File: config.mk
export PLATFORM = sky130hd
export DESIGN_NAME = asmr_top
export DESIGN_NICKNAME = d
export VERILOG_FILES = /design/src/design/asmr_pkg.sv /design/src/design/asmr_rate_div.sv /design/src/design/asmr_top.sv
export SDC_FILE = /design/constraint.sdc
export NUM_CORES = 1
export LEC_CHECK = 0
export BUFFER_PORTS_ARGS = -buffer_cell sky130_fd_sc_hd__buf_4
export CORE_UTILIZATION = 55
export DETAILED_ROUTE_END_ITERATION = 16
export MAX_ROUTING_LAYER = met4
export PLACE_DENSITY = 0.72
export SLEW_MARGIN = 0
export SYNTH_ARGS = -nofsm -noshare
export SYNTH_HDL_FRONTEND = slang
export SYNTH_HIERARCHICAL = 1
export SYNTH_SLANG_ARGS = --single-unit
File: constraint.sdc
create_clock -name ref_clk -period 3.8 [get_ports ref_clk]
set_input_delay 1.14 -clock ref_clk [delete_from_list [all_inputs] [get_ports ref_clk]]
set_output_delay 1.14 -clock ref_clk [all_outputs]
set_load 0.01 [all_outputs]
File: src/design/asmr_pkg.sv
// Constants for the converter status, mode and register select block
// Functional notes
// - Select zero writes the command byte, reads the status byte; both 8 bits
// - Select three reads the result, 24 bits or 32 with status appended
// - Status byte is read-only, resets to 0x80, read via select zero
// - Ready bit clears on new result, sets after result read or before update
// - Ready sets on power-down, idle or restart pin low; output pin mirrors it
// - Error bit updates with ready; one when stored result was clamped
// - With watch enabled, missing reference sets flag and clamps result to ones
// - With parity enabled, bit 4 is one for odd count of result ones
// - Status bit 3 always reads zero
// - Bits 2:0 hold the channel of the stored result
// - Mode word resets to 0x080060; each write resets modulator and sets ready
// - Top three mode bits select operating mode, sent first
// - Append bit makes the status byte follow each result read
// - Clock field picks crystal, external, internal, or internal driven out
// - Bit 15 picks third order filter; settling three or four periods
// - Bit 13 enables parity; host should also set append
// - Bit 12 halves the master clock; host normally leaves it clear
// - Bit 11 gives one-period settling unless multichannel or single mode
// - Bit 10 adds a 60 Hz notch when first notch sits at 50 Hz
// - Rate word divides master clock over 1024 to set output rate
// - With chopping the rate is further divided by the filter order
// - Each access starts with a command byte, then returns to command wait
// - Mode 001 powers up, converts once, stores, drives ready low, powers down
package asmr_pkg;
   localparam logic [2:0] SEL_STATUS = 3'h0;
   localparam logic [2:0] SEL_MODE = 3'h1;
   localparam logic [2:0] SEL_SETUP = 3'h2;
   localparam logic [2:0] SEL_RESULT = 3'h3;
   localparam logic [2:0] SEL_IDENT = 3'h4;
   localparam logic [2:0] SEL_DOUT = 3'h5;
   localparam logic [2:0] SEL_ZERO = 3'h6;
   localparam logic [2:0] SEL_SPAN = 3'h7;
   localparam logic [7:0] FLAGS_RESET = 8'h80;
   localparam logic [23:0] MODE_RESET = 24'h080060;
   localparam int CMD_RW = 6;
   localparam int CMD_SEL_LSB = 3;
   localparam int ST_READY = 7;
   localparam int MD_LSB = 21;
   localparam int MD_APPEND = 20;
   localparam int MD_CLK_LSB = 18;
   localparam int MD_FILT3 = 15;
   localparam int MD_PARITY = 13;
   localparam int MD_CLKDIV = 12;
   localparam int MD_ONECYC = 11;
   localparam int MD_NOTCH = 10;
   localparam int FS_W = 10;
   localparam logic [2:0] MODE_CONT = 3'h0;
   localparam logic [2:0] MODE_SINGLE = 3'h1;
   localparam logic [2:0] MODE_IDLE = 3'h2;
   localparam logic [2:0] MODE_PDOWN = 3'h3;
   localparam logic [1:0] CLK_XTAL = 2'h0;
   localparam logic [1:0] CLK_EXT = 2'h1;
   localparam logic [1:0] CLK_INT = 2'h2;
   localparam logic [1:0] CLK_INT_OUT = 2'h3;
   localparam logic [5:0] LEN_SHORT = 6'h08;
   localparam logic [5:0] LEN_LONG = 6'h18;
   localparam logic [5:0] LEN_APPEND = 6'h20;
   localparam logic [10:0] PRESCALE = 11'h400;
   localparam logic [2:0] SETTLE_ONE = 3'h1;
   localparam logic [2:0] SETTLE_THIRD = 3'h3;
   localparam logic [2:0] SETTLE_FOURTH = 3'h4;
   typedef enum logic [2:0] {
      ASMR_ST_CMD = 3'b001,
      ASMR_ST_WR = 3'b010,
      ASMR_ST_RD = 3'b100
   } asmr_state_t;
endpackage

File: src/design/asmr_rate_div.sv
// Tick divider stage of the output rate chain
`timescale 1ns/100ps
module asmr_rate_div #(
   parameter int W = 10
) (
   input wire logic ref_clk,
   input wire logic rst,
   input wire logic clr,
   input wire logic tick,
   input wire logic [W-1:0] limit,
   output logic pulse
);
   logic [W-1:0] cnt_q;
   logic pulse_q;
   // A limit of zero wraps and divides by two to the W
   wire [W-1:0] last = limit - W'(1);
   wire at_end = tick && (cnt_q == last);

   always_ff @(posedge ref_clk) begin
      if (rst || clr) begin
         cnt_q <= '0;
         pulse_q <= 1'b0;
      end else begin
         pulse_q <= at_end;
         if (at_end) begin
            cnt_q <= '0;
         end else if (tick) begin
            cnt_q <= cnt_q + W'(1);
         end
      end
   end

   assign pulse = pulse_q;
endmodule // asmr_rate_div

File: src/design/asmr_top.sv
// Serial register port, status flags and mode control of the converter
`timescale 1ns/100ps
module asmr_top #(
   // Arbitrary identity value
   parameter logic [7:0] IDENT_CODE = 8'h5a,
   // Rate word that places the first notch at 50 Hz
   parameter logic [9:0] NOTCH50_FS = 10'h060
) (
   input wire logic ref_clk,
   input wire logic rst,
   input wire logic cs_n,
   input wire logic sclk,
   input wire logic din,
   output logic dout,
   input wire logic conv_valid,
   input wire logic [23:0] conv_result,
   input wire logic [2:0] conv_channel,
   input wire logic conv_clamped,
   input wire logic pre_update,
   input wire logic sync_n,
   input wire logic reference_watch_enable,
   input wire logic reference_below_threshold,
   input wire logic chop_enable,
   input wire logic multi_channel,
   input wire logic osc_level,
   input wire logic master_clock_pin_b_in,
   output logic master_clock_pin_b_out,
   output logic master_clock_pin_b_oe,
   output logic crystal_enable,
   output logic conv_start,
   output logic modulator_reset,
   output logic converter_active,
   output logic [2:0] operating_mode_select,
   output logic third_order_filter_select,
   output logic [2:0] settle_periods,
   output logic extra_notch_active
);
   asmr_pkg::asmr_state_t st_q;
   logic sclk_q;
   logic [23:0] rx_q;
   logic [31:0] tx_q;
   logic [5:0] bit_cnt_q;
   logic [5:0] len_q;
   logic [2:0] sel_q;
   logic dout_q;
   logic [23:0] mode_q;
   logic [23:0] store_q [8];
   logic [23:0] result_q;
   logic rdy_n_q;
   logic err_q;
   logic reference_missing_flag_q;
   logic [2:0] chan_q;
   logic mclk_lvl_q;
   logic half_q;
   logic single_done_q;
   logic conv_start_q;
   logic mod_reset_q;
   logic active_q;
   logic xtal_q;
   logic pin_b_oe_q;
   logic pin_b_out_q;
   logic [2:0] settle_q;
   logic notch_q;
   logic pre_p;
   logic fs_p;
   logic ord_p;

   // Serial edges; pins are synchronous to ref_clk
   wire sclk_rise = sclk && !sclk_q && !cs_n;
   wire sclk_fall = !sclk && sclk_q && !cs_n;
   wire in_cmd = (st_q == asmr_pkg::ASMR_ST_CMD);
   wire in_rd = (st_q == asmr_pkg::ASMR_ST_RD);
   wire in_wr = (st_q == asmr_pkg::ASMR_ST_WR);

   // Command byte decode
   wire [7:0] cmd_w = {rx_q[6:0], din};
   wire [23:0] wr_data = {rx_q[22:0], din};
   wire cmd_read = cmd_w[asmr_pkg::CMD_RW];
   wire [2:0] cmd_sel = cmd_w[asmr_pkg::CMD_SEL_LSB +: 3];
   wire wen_hold = in_cmd && sclk_rise && (bit_cnt_q == 6'h00) && din;
   wire cmd_done = in_cmd && sclk_rise && !wen_hold &&
      (bit_cnt_q == asmr_pkg::LEN_SHORT - 6'h01);
   wire word_done = !in_cmd && sclk_rise && (bit_cnt_q == len_q - 6'h01);
   wire mode_write = word_done && in_wr && (sel_q == asmr_pkg::SEL_MODE);
   wire store_write = word_done && in_wr &&
      ((sel_q == asmr_pkg::SEL_SETUP) || (sel_q == asmr_pkg::SEL_DOUT) ||
       (sel_q == asmr_pkg::SEL_ZERO) || (sel_q == asmr_pkg::SEL_SPAN));
   wire result_read = word_done && in_rd && (sel_q == asmr_pkg::SEL_RESULT);

   // Mode fields
   wire [2:0] op_mode = mode_q[asmr_pkg::MD_LSB +: 3];
   wire append_state_byte = mode_q[asmr_pkg::MD_APPEND];
   wire [1:0] clock_source_select = mode_q[asmr_pkg::MD_CLK_LSB +: 2];
   wire filt3 = mode_q[asmr_pkg::MD_FILT3];
   wire parity_check_enable = mode_q[asmr_pkg::MD_PARITY];
   wire half_clock = mode_q[asmr_pkg::MD_CLKDIV];
   wire one_cycle = mode_q[asmr_pkg::MD_ONECYC];
   wire extra_notch_enable = mode_q[asmr_pkg::MD_NOTCH];
   wire [9:0] rate_divider_word = mode_q[asmr_pkg::FS_W-1:0];

   // Status byte assembly
   wire parity_bit = parity_check_enable && (^result_q);
   wire [7:0] status_w = {rdy_n_q, err_q, reference_missing_flag_q, parity_bit,
      1'b0, chan_q};

   // Access lengths and read word, left aligned for MSB-first shifting
   wire short_sel = (cmd_sel == asmr_pkg::SEL_STATUS) ||
      (cmd_sel == asmr_pkg::SEL_IDENT) || (cmd_sel == asmr_pkg::SEL_DOUT);
   wire append_rd = (cmd_sel == asmr_pkg::SEL_RESULT) && append_state_byte;
   wire [5:0] rd_len = short_sel ? asmr_pkg::LEN_SHORT :
      append_rd ? asmr_pkg::LEN_APPEND : asmr_pkg::LEN_LONG;
   wire [5:0] wr_len = short_sel ? asmr_pkg::LEN_SHORT : asmr_pkg::LEN_LONG;
   wire [23:0] store_rd = store_q[cmd_sel];
   wire [31:0] rd_word =
      (cmd_sel == asmr_pkg::SEL_STATUS) ? {status_w, 24'h000000} :
      (cmd_sel == asmr_pkg::SEL_MODE) ? {mode_q, 8'h00} :
      (cmd_sel == asmr_pkg::SEL_RESULT) ? {result_q, status_w} :
      (cmd_sel == asmr_pkg::SEL_IDENT) ? {IDENT_CODE, 24'h000000} :
      (cmd_sel == asmr_pkg::SEL_DOUT) ? {store_rd[7:0], 24'h000000} :
      {store_rd, 8'h00};

   // Serial access sequencer
   always_ff @(posedge ref_clk) begin
      if (rst || cs_n) begin
         st_q <= asmr_pkg::ASMR_ST_CMD;
         bit_cnt_q <= 6'h00;
         len_q <= asmr_pkg::LEN_SHORT;
         sel_q <= asmr_pkg::SEL_STATUS;
      end else if (cmd_done) begin
         bit_cnt_q <= 6'h00;
         sel_q <= cmd_sel;
         if (cmd_read) begin
            st_q <= asmr_pkg::ASMR_ST_RD;
            len_q <= rd_len;
         end else if (cmd_sel == asmr_pkg::SEL_STATUS) begin
            st_q <= asmr_pkg::ASMR_ST_CMD;
         end else begin
            st_q <= asmr_pkg::ASMR_ST_WR;
            len_q <= wr_len;
         end
      end else if (word_done) begin
         st_q <= asmr_pkg::ASMR_ST_CMD;
         bit_cnt_q <= 6'h00;
      end else if (sclk_rise && !wen_hold) begin
         bit_cnt_q <= bit_cnt_q + 6'h01;
      end
   end

   always_ff @(posedge ref_clk) begin
      if (rst) begin
         sclk_q <= 1'b1;
         rx_q <= 24'h000000;
      end else begin
         sclk_q <= sclk;
         if (sclk_rise) begin
            rx_q <= wr_data;
         end
      end
   end

   // Transmit shifter; idle output mirrors the ready bit
   always_ff @(posedge ref_clk) begin
      if (rst) begin
         tx_q <= 32'h00000000;
         dout_q <= 1'b1;
      end else if (cmd_done && cmd_read) begin
         tx_q <= rd_word;
      end else if (in_rd && !cs_n) begin
         if (sclk_fall) begin
            dout_q <= tx_q[31];
            tx_q <= {tx_q[30:0], 1'b0};
         end
      end else begin
         dout_q <= rdy_n_q;
      end
   end

   // Register storage; mode writes ignore nothing, host keeps bits zero
   always_ff @(posedge ref_clk) begin
      if (rst) begin
         mode_q <= asmr_pkg::MODE_RESET;
         for (int i = 0; i < 8; i++) begin
            store_q[i] <= 24'h000000;
         end
      end else begin
         if (mode_write) begin
            mode_q <= wr_data;
         end
         if (store_write) begin
            store_q[sel_q] <= wr_data;
         end
      end
   end

   // Result capture and status flags
   wire [23:0] stored_result = reference_missing_flag_q ? 24'hffffff : conv_result;
   wire rdy_set = result_read || pre_update || mode_write || !sync_n;
   always_ff @(posedge ref_clk) begin
      if (rst) begin
         rdy_n_q <= asmr_pkg::FLAGS_RESET[asmr_pkg::ST_READY];
         err_q <= 1'b0;
         reference_missing_flag_q <= 1'b0;
         chan_q <= 3'h0;
         result_q <= 24'h000000;
      end else begin
         reference_missing_flag_q <= reference_watch_enable && reference_below_threshold;
         if (conv_valid) begin
            rdy_n_q <= 1'b0;
            err_q <= conv_clamped || reference_missing_flag_q;
            chan_q <= conv_channel;
            result_q <= stored_result;
         end else if (rdy_set) begin
            rdy_n_q <= 1'b1;
         end
      end
   end

   // Master clock source and optional halving
   wire ext_src = (clock_source_select == asmr_pkg::CLK_XTAL) ||
      (clock_source_select == asmr_pkg::CLK_EXT);
   wire src_level = ext_src ? master_clock_pin_b_in : osc_level;
   wire mclk_tick = src_level && !mclk_lvl_q;
   wire div_tick = half_clock ? (mclk_tick && half_q) : mclk_tick;
   wire running = (op_mode == asmr_pkg::MODE_CONT) ||
      ((op_mode == asmr_pkg::MODE_SINGLE) && !single_done_q);
   wire chain_clr = mod_reset_q || !running;
   wire [2:0] order = filt3 ? asmr_pkg::SETTLE_THIRD :
      asmr_pkg::SETTLE_FOURTH;
   wire [2:0] chop_div = chop_enable ? order : asmr_pkg::SETTLE_ONE;
   wire zero_lat = one_cycle && !multi_channel &&
      (op_mode != asmr_pkg::MODE_SINGLE);
   wire notch_50 = (rate_divider_word == NOTCH50_FS) && !half_clock;

   always_ff @(posedge ref_clk) begin
      if (rst) begin
         mclk_lvl_q <= 1'b0;
         half_q <= 1'b0;
         single_done_q <= 1'b0;
         conv_start_q <= 1'b0;
         mod_reset_q <= 1'b1;
         active_q <= 1'b0;
         xtal_q <= 1'b0;
         pin_b_oe_q <= 1'b0;
         pin_b_out_q <= 1'b0;
         settle_q <= asmr_pkg::SETTLE_FOURTH;
         notch_q <= 1'b0;
      end else begin
         mclk_lvl_q <= src_level;
         if (mclk_tick) begin
            half_q <= !half_q;
         end
         if (mode_write) begin
            single_done_q <= 1'b0;
         end else if (conv_valid && (op_mode == asmr_pkg::MODE_SINGLE)) begin
            single_done_q <= 1'b1;
         end
         conv_start_q <= ord_p && running;
         mod_reset_q <= mode_write || (op_mode == asmr_pkg::MODE_IDLE);
         active_q <= running;
         xtal_q <= (clock_source_select == asmr_pkg::CLK_XTAL);
         pin_b_oe_q <= (clock_source_select == asmr_pkg::CLK_INT_OUT);
         pin_b_out_q <= osc_level;
         settle_q <= zero_lat ? asmr_pkg::SETTLE_ONE : order;
         notch_q <= extra_notch_enable && notch_50;
      end
   end

   // Rate chain: 1024 prescale, rate word, then chop order
   asmr_rate_div #(.W(11)) u_pre (
      .ref_clk(ref_clk),
      .rst(rst),
      .clr(chain_clr),
      .tick(div_tick),
      .limit(asmr_pkg::PRESCALE),
      .pulse(pre_p)
   );

   asmr_rate_div #(.W(10)) u_fs (
      .ref_clk(ref_clk),
      .rst(rst),
      .clr(chain_clr),
      .tick(pre_p),
      .limit(rate_divider_word),
      .pulse(fs_p)
   );

   asmr_rate_div #(.W(3)) u_ord (
      .ref_clk(ref_clk),
      .rst(rst),
      .clr(chain_clr),
      .tick(fs_p),
      .limit(chop_div),
      .pulse(ord_p)
   );

   assign dout = dout_q;
   assign master_clock_pin_b_out = pin_b_out_q;
   assign master_clock_pin_b_oe = pin_b_oe_q;
   assign crystal_enable = xtal_q;
   assign conv_start = conv_start_q;
   assign modulator_reset = mod_reset_q;
   assign converter_active = active_q;
   assign operating_mode_select = op_mode;
   assign third_order_filter_select = filt3;
   assign settle_periods = settle_q;
   assign extra_notch_active = notch_q;
endmodule // asmr_top

==> flow_metrics.tcl, run 1 <==
set metrics [dict create \
    vias 11120 \
    finalHoldViolCount 0 \
    synth.largest_area_cell "edfxtp_1" \
    power.leakage_nw 7.039 \
    hold-path-endpoint "master_clock_pin_b_oe$_SDFF_PP0_" \
    yosysTopAreaCellShare 0.3508 \
    die_h_um 174.9 \
    numCtsBuffers 39 \
    rr_worst_depth 7 \
    drt-total-wl_um 37840 \
    reg2reg_to "tx_q[28]$_SDFFE_PP0P_" \
    synth_cell_types 81 \
    drc 0 \
    synth_edf_count 192 \
    crit_slowest_cell "and4bb_2" \
    die_w_um 174.9 \
    clkLatencyLatePin_ns 0.53 \
    cts_buffer_depth 3 \
    peakVddDrop_mv 0.3106 \
    max_clock_freq_mhz 334.2 \
    rsz0062_at_grt "false" \
    ff2ff_setup_slack_ns 1.14 \
    avgSynthCellArea_um2 11.73 \
    cap_violations 0 \
    synth_cells 1401 \
    syn2layout_area_growth_pct 15.52 \
    dieArea_um2 30580 \
    synth_area_um2 16430 \
    initial_utilization 0.5665 \
    postCtsSetupBuffers 0 \
    design.portCount 57 \
    grt_pass1_vias 10940 \
    synthArstFlopShare 0 \
    grt_max_degree 73 \
    period_share 0.7874 \
    power_density_nw_per_um2 451.8 \
    first_pass_iters 6 \
    num-fill-cells 2244 \
    worst_pin_slew_ns 1.064 \
    port_buffers 56 \
    endpoint_kind "flip-flop" \
    hpwlAfterDp_um 25390 \
    final.setup.tns_ns 0 \
    yosysWarnings 6 \
    cp_cell_sequence "buf_4 -> or3b_1 -> nor2_1 -> and4_1 -> nand4_1 -> and4bb_2 -> or2_2 -> buf_12" \
    holdCritPathClass "reg -> reg" \
    final_cells 1979 \
    ant_nets 0 \
    min_path_cells 2 \
    grt_first_pass_wirelength_um 60330 \
    placedCellCount 1907 \
    core_um2 29010 \
    cts_root_buf "clkbuf_16" \
    drtIter0Drc 963 \
    holdWs_ns 0.4713 \
    min-delay-start "mode_q[18]$_SDFFE_PP0P_" \
    cts_tree "built" \
    cts_hold_buf 0 \
    yosysMostFrequentCell "edfxtp_1" \
    rows 62 \
    setup-violations-final 0 \
    htree_levels 2 \
    nNetsFinal 1615 \
    cp.arrival_ns 3.22 \
    synthTopCellsByCount "192 x edfxtp_1, 169 x dfxtp_1, 128 x nand2_1, 113 x nor2_1, 96 x and2_1" \
    grt-ovfl-total 0 \
    cts.sinks 361 \
    status "complete, no violations" \
    ys.flop_type "edfxtp_1" \
    avgViaCountPerCell 5.617 \
    ys_seq_area_frac 0.5567 \
    slowest_delay_ns 0.40 \
    crit_fanout 18 \
    grt_use_total 0.2615 \
    critPathKind "in -> reg" \
    wl_per_cell_um 19.12 \
    skew_ns 0.01160 \
    cp-start-kind "input pin" \
    antennaDiodeCount 0 \
    gp_congestion 0.8844 \
    clk_pin_slew_worst_paths_ns 0.06 \
    grt_antenna_before_repair 0 \
    min_period_ns 2.992 \
    final_core_util 0.6543 \
    drive_gt1_frac 0.1611 \
    synth.area.top_cells "edfxtp_1 35%, dfxtp_1 21%, mux4_2 6.6%" \
    post_cts_resized 0 \
    relSlewSlack 0.2908 \
    required_ns 4.03 \
    p_total_mw 8.578 \
    ys_seq_elements 361 \
    drv_slew 0 \
]
==> cells by family (layout without fill, tap and decap cells) <==
family,Yosys count,count (layout),synth area share
and+or+nand+nor,477,477,0.1549
DFF,361,361,0.5567
AOI/OAI and AO/OA,217,217,0.08618
muxes,135,135,0.1204
buffers and inverters,124,186,0.03281
xor gates and xnor gates,76,76,0.04180
adders and majority gates,9,9,0.006852
other,2,134,0.0004570
==> area by class of cell <==
type / instances / area, um2 / share of cell area
clock buffers: 55 / 1107 / 0.05833
multi-input cells: 1048 / 7252 / 0.3820
well taps: 384 / 480.5 / 0.02531
repair buffers: 90 / 732.0 / 0.03856
clock inverters: 17 / 170.2 / 0.008963
inverters: 24 / 90.09 / 0.004745
flip-flops and latches: 361 / 9153 / 0.4821
==> cells in the final DEF (no fill, tap or decap), drive strengths merged, types with 12 or more instances in the layout <==
cell type,synthesis,final
nor4,20,20
mux4,48,48
edfxtp,192,192
o22ai,37,37
and2,96,96
xnor2,34,34
nor2,113,113
xor2,41,41
nor3,16,16
a211oi,31,31
nand4,15,15
dfxtp,169,169
conb,2,134
nand3,14,14
buf,35,89
mux2i,66,66
inv,24,26
or2,12,12
a31oi,13,13
mux2,21,21
nand2b,12,12
nand2,129,129
clkinv,0,12
clkbuf,65,56
o21ai,26,26
a21oi,64,64
==> where the power goes <==
part           leakage [nW]  internal (mW)  total [mW]  switching [mW]
clock network         0.626           2.24        3.77            1.53
registers              3.22           4.27        4.34          0.0697
logic                  3.19          0.204       0.463           0.258
total                  7.04           6.72        8.58            1.86
==> routing by layer <==
| layer | track usage | up-vias | routed length [um] |
|---|---|---|---|
| li1 | - | 5312 | - |
| met1 | 0.3507 | 5447 | 16560 |
| met2 | 0.4220 | 306 | 18580 |
| met3 | 0.03285 | 51 | 2004 |
| met4 | 0.06884 | 0 | 692 |
| met5 | - | - | 0 |
==> through the flow <==
| step | setup slack, ns | area (um2) |
|---|---|---|
| 2_1_floorplan | 0.4320 | 16930 |
| 3_3_place_gp | 0.3621 | 17710 |
| 3_5_place_dp | 0.2913 | 17710 |
| 4_1_cts | 0.8383 | 18980 |
| 5_1_grt | 0.6490 | 18980 |
| 6_report | 0.8078 | 18980 |
==> critical path: cells and delay by family <==
family / cells / cell delay [ns]
buf+inv: 2 / 0.31
simple gates: 6 / 1.75
==> worst max-delay path by stage <==
stage / startpoint / to / slack, ns / cells after the start
after detailed placement: cs_n / store_q[7][0]$_SDFFCE_PN0P_ / 0.29 / 8
after CTS: cs_n / store_q[7][4]$_SDFFCE_PN0P_ / 0.84 / 8
after global routing: cs_n / store_q[7][0]$_SDFFCE_PN0P_ / 0.65 / 8
final: cs_n / store_q[7][4]$_SDFFCE_PN0P_ / 0.81 / 8
after floorplan: cs_n / store_q[7][0]$_SDFFCE_PN0P_ / 0.43 / 8
after global placement: cs_n / store_q[7][10]$_SDFFCE_PN0P_ / 0.36 / 8
==> registers in the layout (all words and copies together), names as in the netlist, 3 cells and up, named ones only <==
register and cells:
mode_q 24, st_q 3, u_ord/cnt_q 3, chan_q 3, u_pre/cnt_q 11, store_q 192
rx_q 23, tx_q 32, result_q 24, sel_q 3, len_q 3, u_fs/cnt_q 10
settle_periods 3, bit_cnt_q 6
Power figures use the tool's default switching activity.
==> inputs of run 2 (changes only) <==
==> constraint.sdc (replaced) <==
create_clock -name ref_clk -period 2.9 [get_ports ref_clk]
set_input_delay 0.87 -clock ref_clk [delete_from_list [all_inputs] [get_ports ref_clk]]
set_output_delay 0.87 -clock ref_clk [all_outputs]
set_load 0.01 [all_outputs]
==> run 2 against run 1 <==
Against the previous run: via count grew 1.4%; critical path depth shrank 2; clock skew grew 0.0014 ns; clock power grew 27%; total power grew 30%; register-to-register slack lost 0.74 ns; worst setup slack lost 0.41 ns; die area is the same; sequential share of layout area shrank 0.64 points; count of clock-buffer cells in the layout grew 6; sequential power grew 31%; final cell count grew 1.2%; largest power group unchanged; highest routed layer unchanged.
==> flow_metrics.tcl, run 2 (synthesis gave the netlist of run 1 again) <==
set metrics [dict create \
    cap_violations 0 \
    setup-violations-final 0 \
    nNetsFinal 1639 \
    critPathKind "reg -> reg" \
    route.met2.wl_um 18360 \
    initial_utilization 0.5665 \
    dpl_cell_area_um2 17990 \
    cp.arrival_ns 2.86 \
    crit_slowest_cell "mux4_2" \
    core_um2 29010 \
    cts.sinks 361 \
    wl_met1_um 16820 \
    ff_latch_area_um2 9153 \
    period_share 0.8615 \
    cts_tree "built" \
    multi_input_area_um2 7264 \
    slowest_delay_ns 0.60 \
    gp_congestion 0.9199 \
    drc 0 \
    layout_common_cells "192 x edfxtp_1, 166 x dfxtp_1, 134 x conb_1" \
    dieArea_um2 30580 \
    finalHoldViolCount 0 \
    place_ws_ns -0.05239 \
    worst_slack_ns 0.4015 \
    required_ns 3.26 \
    htree_levels 2 \
    grt-ovfl-total 0 \
    skew_ns 0.01298 \
    num-fill-cells 2220 \
    cp-start-kind "flip-flop" \
    drtIter0Drc 981 \
    port_buffers 56 \
    peakVddDrop_mv 0.4414 \
    max_clock_freq_mhz 400.2 \
    ant_nets 0 \
    antennaDiodeCount 0 \
    final_common_cell "edfxtp_1" \
    avgViaCountPerCell 5.630 \
    ff2ff_setup_slack_ns 0.40 \
    post_cts_resized 0 \
    vias 11270 \
    largestRegisters "store_q: 192 flops, tx_q: 32 flops" \
    design.portCount 57 \
    drt-total-wl_um 38700 \
    cts_buffer_depth 3 \
    die_h_um 174.9 \
    cts_root_buf "clkbuf_16" \
    worst_pin_slew_ns 0.9868 \
    hpwlAfterDp_um 26060 \
    holdWs_ns 0.4569 \
    wl_per_cell_um 19.33 \
    grt_max_degree 84 \
    rr_worst_depth 6 \
    first_pass_iters 7 \
    drive_gt1_frac 0.1768 \
    cp_cell_sequence "buf_4 -> mux4_2 -> mux2i_1 -> o21ai_0 -> a211oi_1 -> a211oi_1" \
    holdCritPathClass "reg -> reg" \
    highest_layer "met4" \
    largest_reg_flops 192 \
    clkLatencyLatePin_ns 0.53 \
    min_period_ns 2.498 \
    endpoint_kind "flip-flop" \
    grt_pass1_vias 11010 \
    clk_pin_slew_worst_paths_ns 0.06 \
    rsz0062_at_grt "false" \
    power_density_nw_per_um2 577.7 \
    min_path_cells 2 \
    grt_use_total 0.2663 \
    numCtsBuffers 39 \
    drv_slew 0 \
    crit_fanout 16 \
    final_core_util 0.6631 \
    relSlewSlack 0.3421 \
    status "complete, no violations" \
    die_w_um 174.9 \
    postCtsSetupBuffers 0 \
    wl_met3_um 2147 \
    rows 62 \
    power.leakage_nw 7.174 \
    path_common_cell "a211oi_1" \
    syn2layout_area_growth_pct 17.06 \
    grt_antenna_before_repair 0 \
    grt_first_pass_wirelength_um 61210 \
    regMostFlops "store_q" \
    final_area_um2 19240 \
    final_cells 2002 \
    placedCellCount 1931 \
    cts_hold_buf 0 \
]
run 2: cell types whose count changed in the layout (fill, tap and decap cells not counted), sizes merged:
cell,previous run,this run
buf,89,113
clkbuf,56,62
clkinv,12,7
bufinv,3,0
clkinvlp,0,2
inv,26,25
run 2: final timing paths:
path / start / end
setup / recovery: flip-flop / tx_q[26]$_SDFFE_PP0P_
hold / removal: tx_q[3]$_SDFFE_PP0P_ / tx_q[3]$_SDFFE_PP0P_
setup reg to reg: flip-flop / tx_q[26]$_SDFFE_PP0P_
hold reg to reg: tx_q[3]$_SDFFE_PP0P_ / tx_q[3]$_SDFFE_PP0P_
run 2: layer usage:
metal,vias up,global-route usage
met1,5523,0.3547
li1,5351,-
met3,81,0.04243
met4,0,0.08949
met2,317,0.4168
met5,-,-
run 2: layout make-up:
cell class              count  share of cell area
flip-flops and latches    361              0.4757
inverters                  24            0.004683
clock inverters            10            0.003642
well taps                 384             0.02497
repair buffers            114             0.05196
multi-input cells        1048              0.3776
clock buffers              61             0.06139
run 2: where the power goes:
part | switching [mW] | total (mW) | leakage [nW] | internal [mW]
Combinational | 0.342 | 0.624 | 3.34 | 0.282
Sequential | 0.0932 | 5.69 | 3.22 | 5.60
Clock | 1.99 | 4.80 | 0.612 | 2.81
Total | 2.42 | 11.1 | 7.17 | 8.69
run 2: worst max-delay path: cells and delay by family, from the launching register on:
kind / cells / cell delay, ns
flip-flops: 1 / 0.43
multiplexers: 2 / 1.05
buffers and inverters: 1 / 0.35
AO/OA/AOI/OAI: 3 / 0.48
run 2: through the flow:
stage | power [mW] | setup TNS, ns
floorplan | 6.174 | -0.5188
global placement | 6.393 | -0.02285
detailed placement | 6.418 | -0.4122
CTS | 11.18 | 0
global route | 11.46 | 0
finish | 11.11 | 0
==> inputs of run 3 (changes only) <==
--- a/config.mk
+++ b/config.mk
@@ -6,10 +6,10 @@
 export NUM_CORES = 1
 export LEC_CHECK = 0
 export BUFFER_PORTS_ARGS = -buffer_cell sky130_fd_sc_hd__buf_4
-export CORE_UTILIZATION = 55
+export CORE_UTILIZATION = 40
 export DETAILED_ROUTE_END_ITERATION = 16
 export MAX_ROUTING_LAYER = met4
-export PLACE_DENSITY = 0.72
+export PLACE_DENSITY = 0.63
 export SLEW_MARGIN = 0
 export SYNTH_ARGS = -nofsm -noshare
 export SYNTH_HDL_FRONTEND = slang
==> run 3 against run 2 <==
Against the previous run: core utilization is 18 points lower; register-to-register slack hardly changed; worst setup slack improved by 0.014 ns; critical endpoint unchanged; maximum frequency rose by 0.56%; largest cell class unchanged.
==> flow_metrics.tcl, run 3 (synthesis gave the netlist of run 1 again) <==
set metrics [dict create \
    status "complete, no violations" \
    largest_reg_flops 192 \
    port_buffers 56 \
    rows 73 \
    multi_input_area_um2 7264 \
    antennaDiodeCount 0 \
    core_um2 40100 \
    min_period_ns 2.484 \
    drv_slew 0 \
    regMostFlops "store_q" \
    initial_utilization 0.4099 \
    grt_use_total 0.1988 \
    power.leakage_nw 7.255 \
    htree_levels 2 \
    cts_root_buf "clkbuf_16" \
    cts_tree "built" \
    clk_pin_slew_worst_paths_ns 0.06 \
    gp_congestion 0.8786 \
    switching_share 0.2176 \
    cp.arrival_ns 2.90 \
    ant_nets 0 \
    final_cells 2147 \
    largestRegisters "store_q: 192 flops, tx_q: 32 flops" \
    finalHoldViolCount 0 \
    period_share 0.8567 \
    worst_pin_slew_ns 0.8323 \
    nNetsFinal 1644 \
    pwr-share-clk 0.445 \
    power.share.sequential 0.499 \
    drtIter0Drc 950 \
    relSlewSlack 0.4409 \
    first_pass_iters 5 \
    critPathKind "reg -> reg" \
    grt_first_pass_wirelength_um 61930 \
    p_total_mw 11.40 \
    final_common_cell "edfxtp_1" \
    max_clock_freq_mhz 402.5 \
    cts.sinks 361 \
    setup-violations-final 0 \
    cp-start-kind "flip-flop" \
    endpoint_kind "flip-flop" \
    p_comb_frac 0.056 \
    avgViaCountPerCell 5.228 \
    vias 11220 \
    ff_latch_area_um2 9153 \
    numCtsBuffers 39 \
    die_w_um 204.7 \
    grt_max_degree 76 \
    cts_hold_buf 0 \
    required_ns 3.32 \
    power.switching_mw 2.480 \
    num-fill-cells 3515 \
    power.internal_mw 8.918 \
    skew_ns 0.02717 \
    holdWs_ns 0.4288 \
    peakVddDrop_mv 0.3293 \
    cap_violations 0 \
    hpwlAfterDp_um 27620 \
    dieArea_um2 41900 \
    design.portCount 57 \
    layout_common_cells "192 x edfxtp_1, 166 x dfxtp_1, 134 x conb_1" \
    drive_gt1_frac 0.1800 \
    holdCritPathClass "reg -> reg" \
    postCtsSetupBuffers 0 \
    rsz0062_at_grt "false" \
    drc 0 \
    post_cts_resized 0 \
    placedCellCount 2077 \
    grt_pass1_vias 10800 \
    grt_antenna_before_repair 1 \
    wl_per_cell_um 18.59 \
    drt-total-wl_um 39900 \
    power_density_nw_per_um2 582.4 \
    syn2layout_area_growth_pct 19.09 \
    die_h_um 204.7 \
    grt-ovfl-total 0 \
    cts_buffer_depth 3 \
    clkLatencyLatePin_ns 0.55 \
    crit_fanout 17 \
]
run 3: stage by stage:
stage / worst slack, ns / TNS (ns) / area (um2) / utilization
after global routing: 0.2030 / 0 / 19570 / 0.4881
after floorplan: -0.02162 / -0.5188 / 16940 / -
final: 0.4156 / 0 / 19570 / 0.4881
after detailed placement: -0.1156 / -4.464 / 18250 / 0.4552
after global placement: -0.1110 / -3.586 / 18250 / 0.4552
after CTS: 0.4253 / 0 / 19570 / 0.4881
run 3: power groups by stage:
stage                     combinational (mW)  sequential (mW)  clock [mW]
after floorplan                        0.415             5.76           0
after global placement                 0.622             5.79           0
after detailed placement               0.633             5.80           0
after CTS                              0.636             5.69        5.17
after global routing                   0.694             5.71        5.35
final                                  0.638             5.69        5.07
run 3: worst max-delay path, stage by stage (launching register included):
cell	delay, ns
dfxtp_2	0.43
buf_4	0.37
mux4_2	0.57
mux2i_1	0.46
o21ai_0	0.14
a211oi_1	0.28
a211oi_1	0.08
run 3: layer usage:
metal,track usage,wire [um],vias to the layer above
met5,-,0,-
met4,0.05757,952,0
met3,0.03325,2337,63
met2,0.3033,18100,314
met1,0.2713,18510,5494
li1,-,-,5353
run 3: path summary, 6_finish.rpt:
path / startpoint / end / slack, ns / depth (start not counted)
setup / recovery: flip-flop / tx_q[26]$_SDFFE_PP0P_ / 0.42 / 6
hold / removal: u_ord/pulse$_SDFF_PP0_ / conv_start$_SDFF_PP0_ / 0.43 / 1
setup reg to reg: flip-flop / tx_q[26]$_SDFFE_PP0P_ / 0.42 / 6
hold reg to reg: u_ord/pulse$_SDFF_PP0_ / conv_start$_SDFF_PP0_ / 0.43 / 1
run 3: cell type report:
type,instances,area share
inverters,24,0.004603
repair buffers,119,0.05556
clock inverters,18,0.01151
well taps,525,0.03356
flip-flops and latches,361,0.4677
clock buffers,52,0.05594
multi-input cells,1048,0.3712
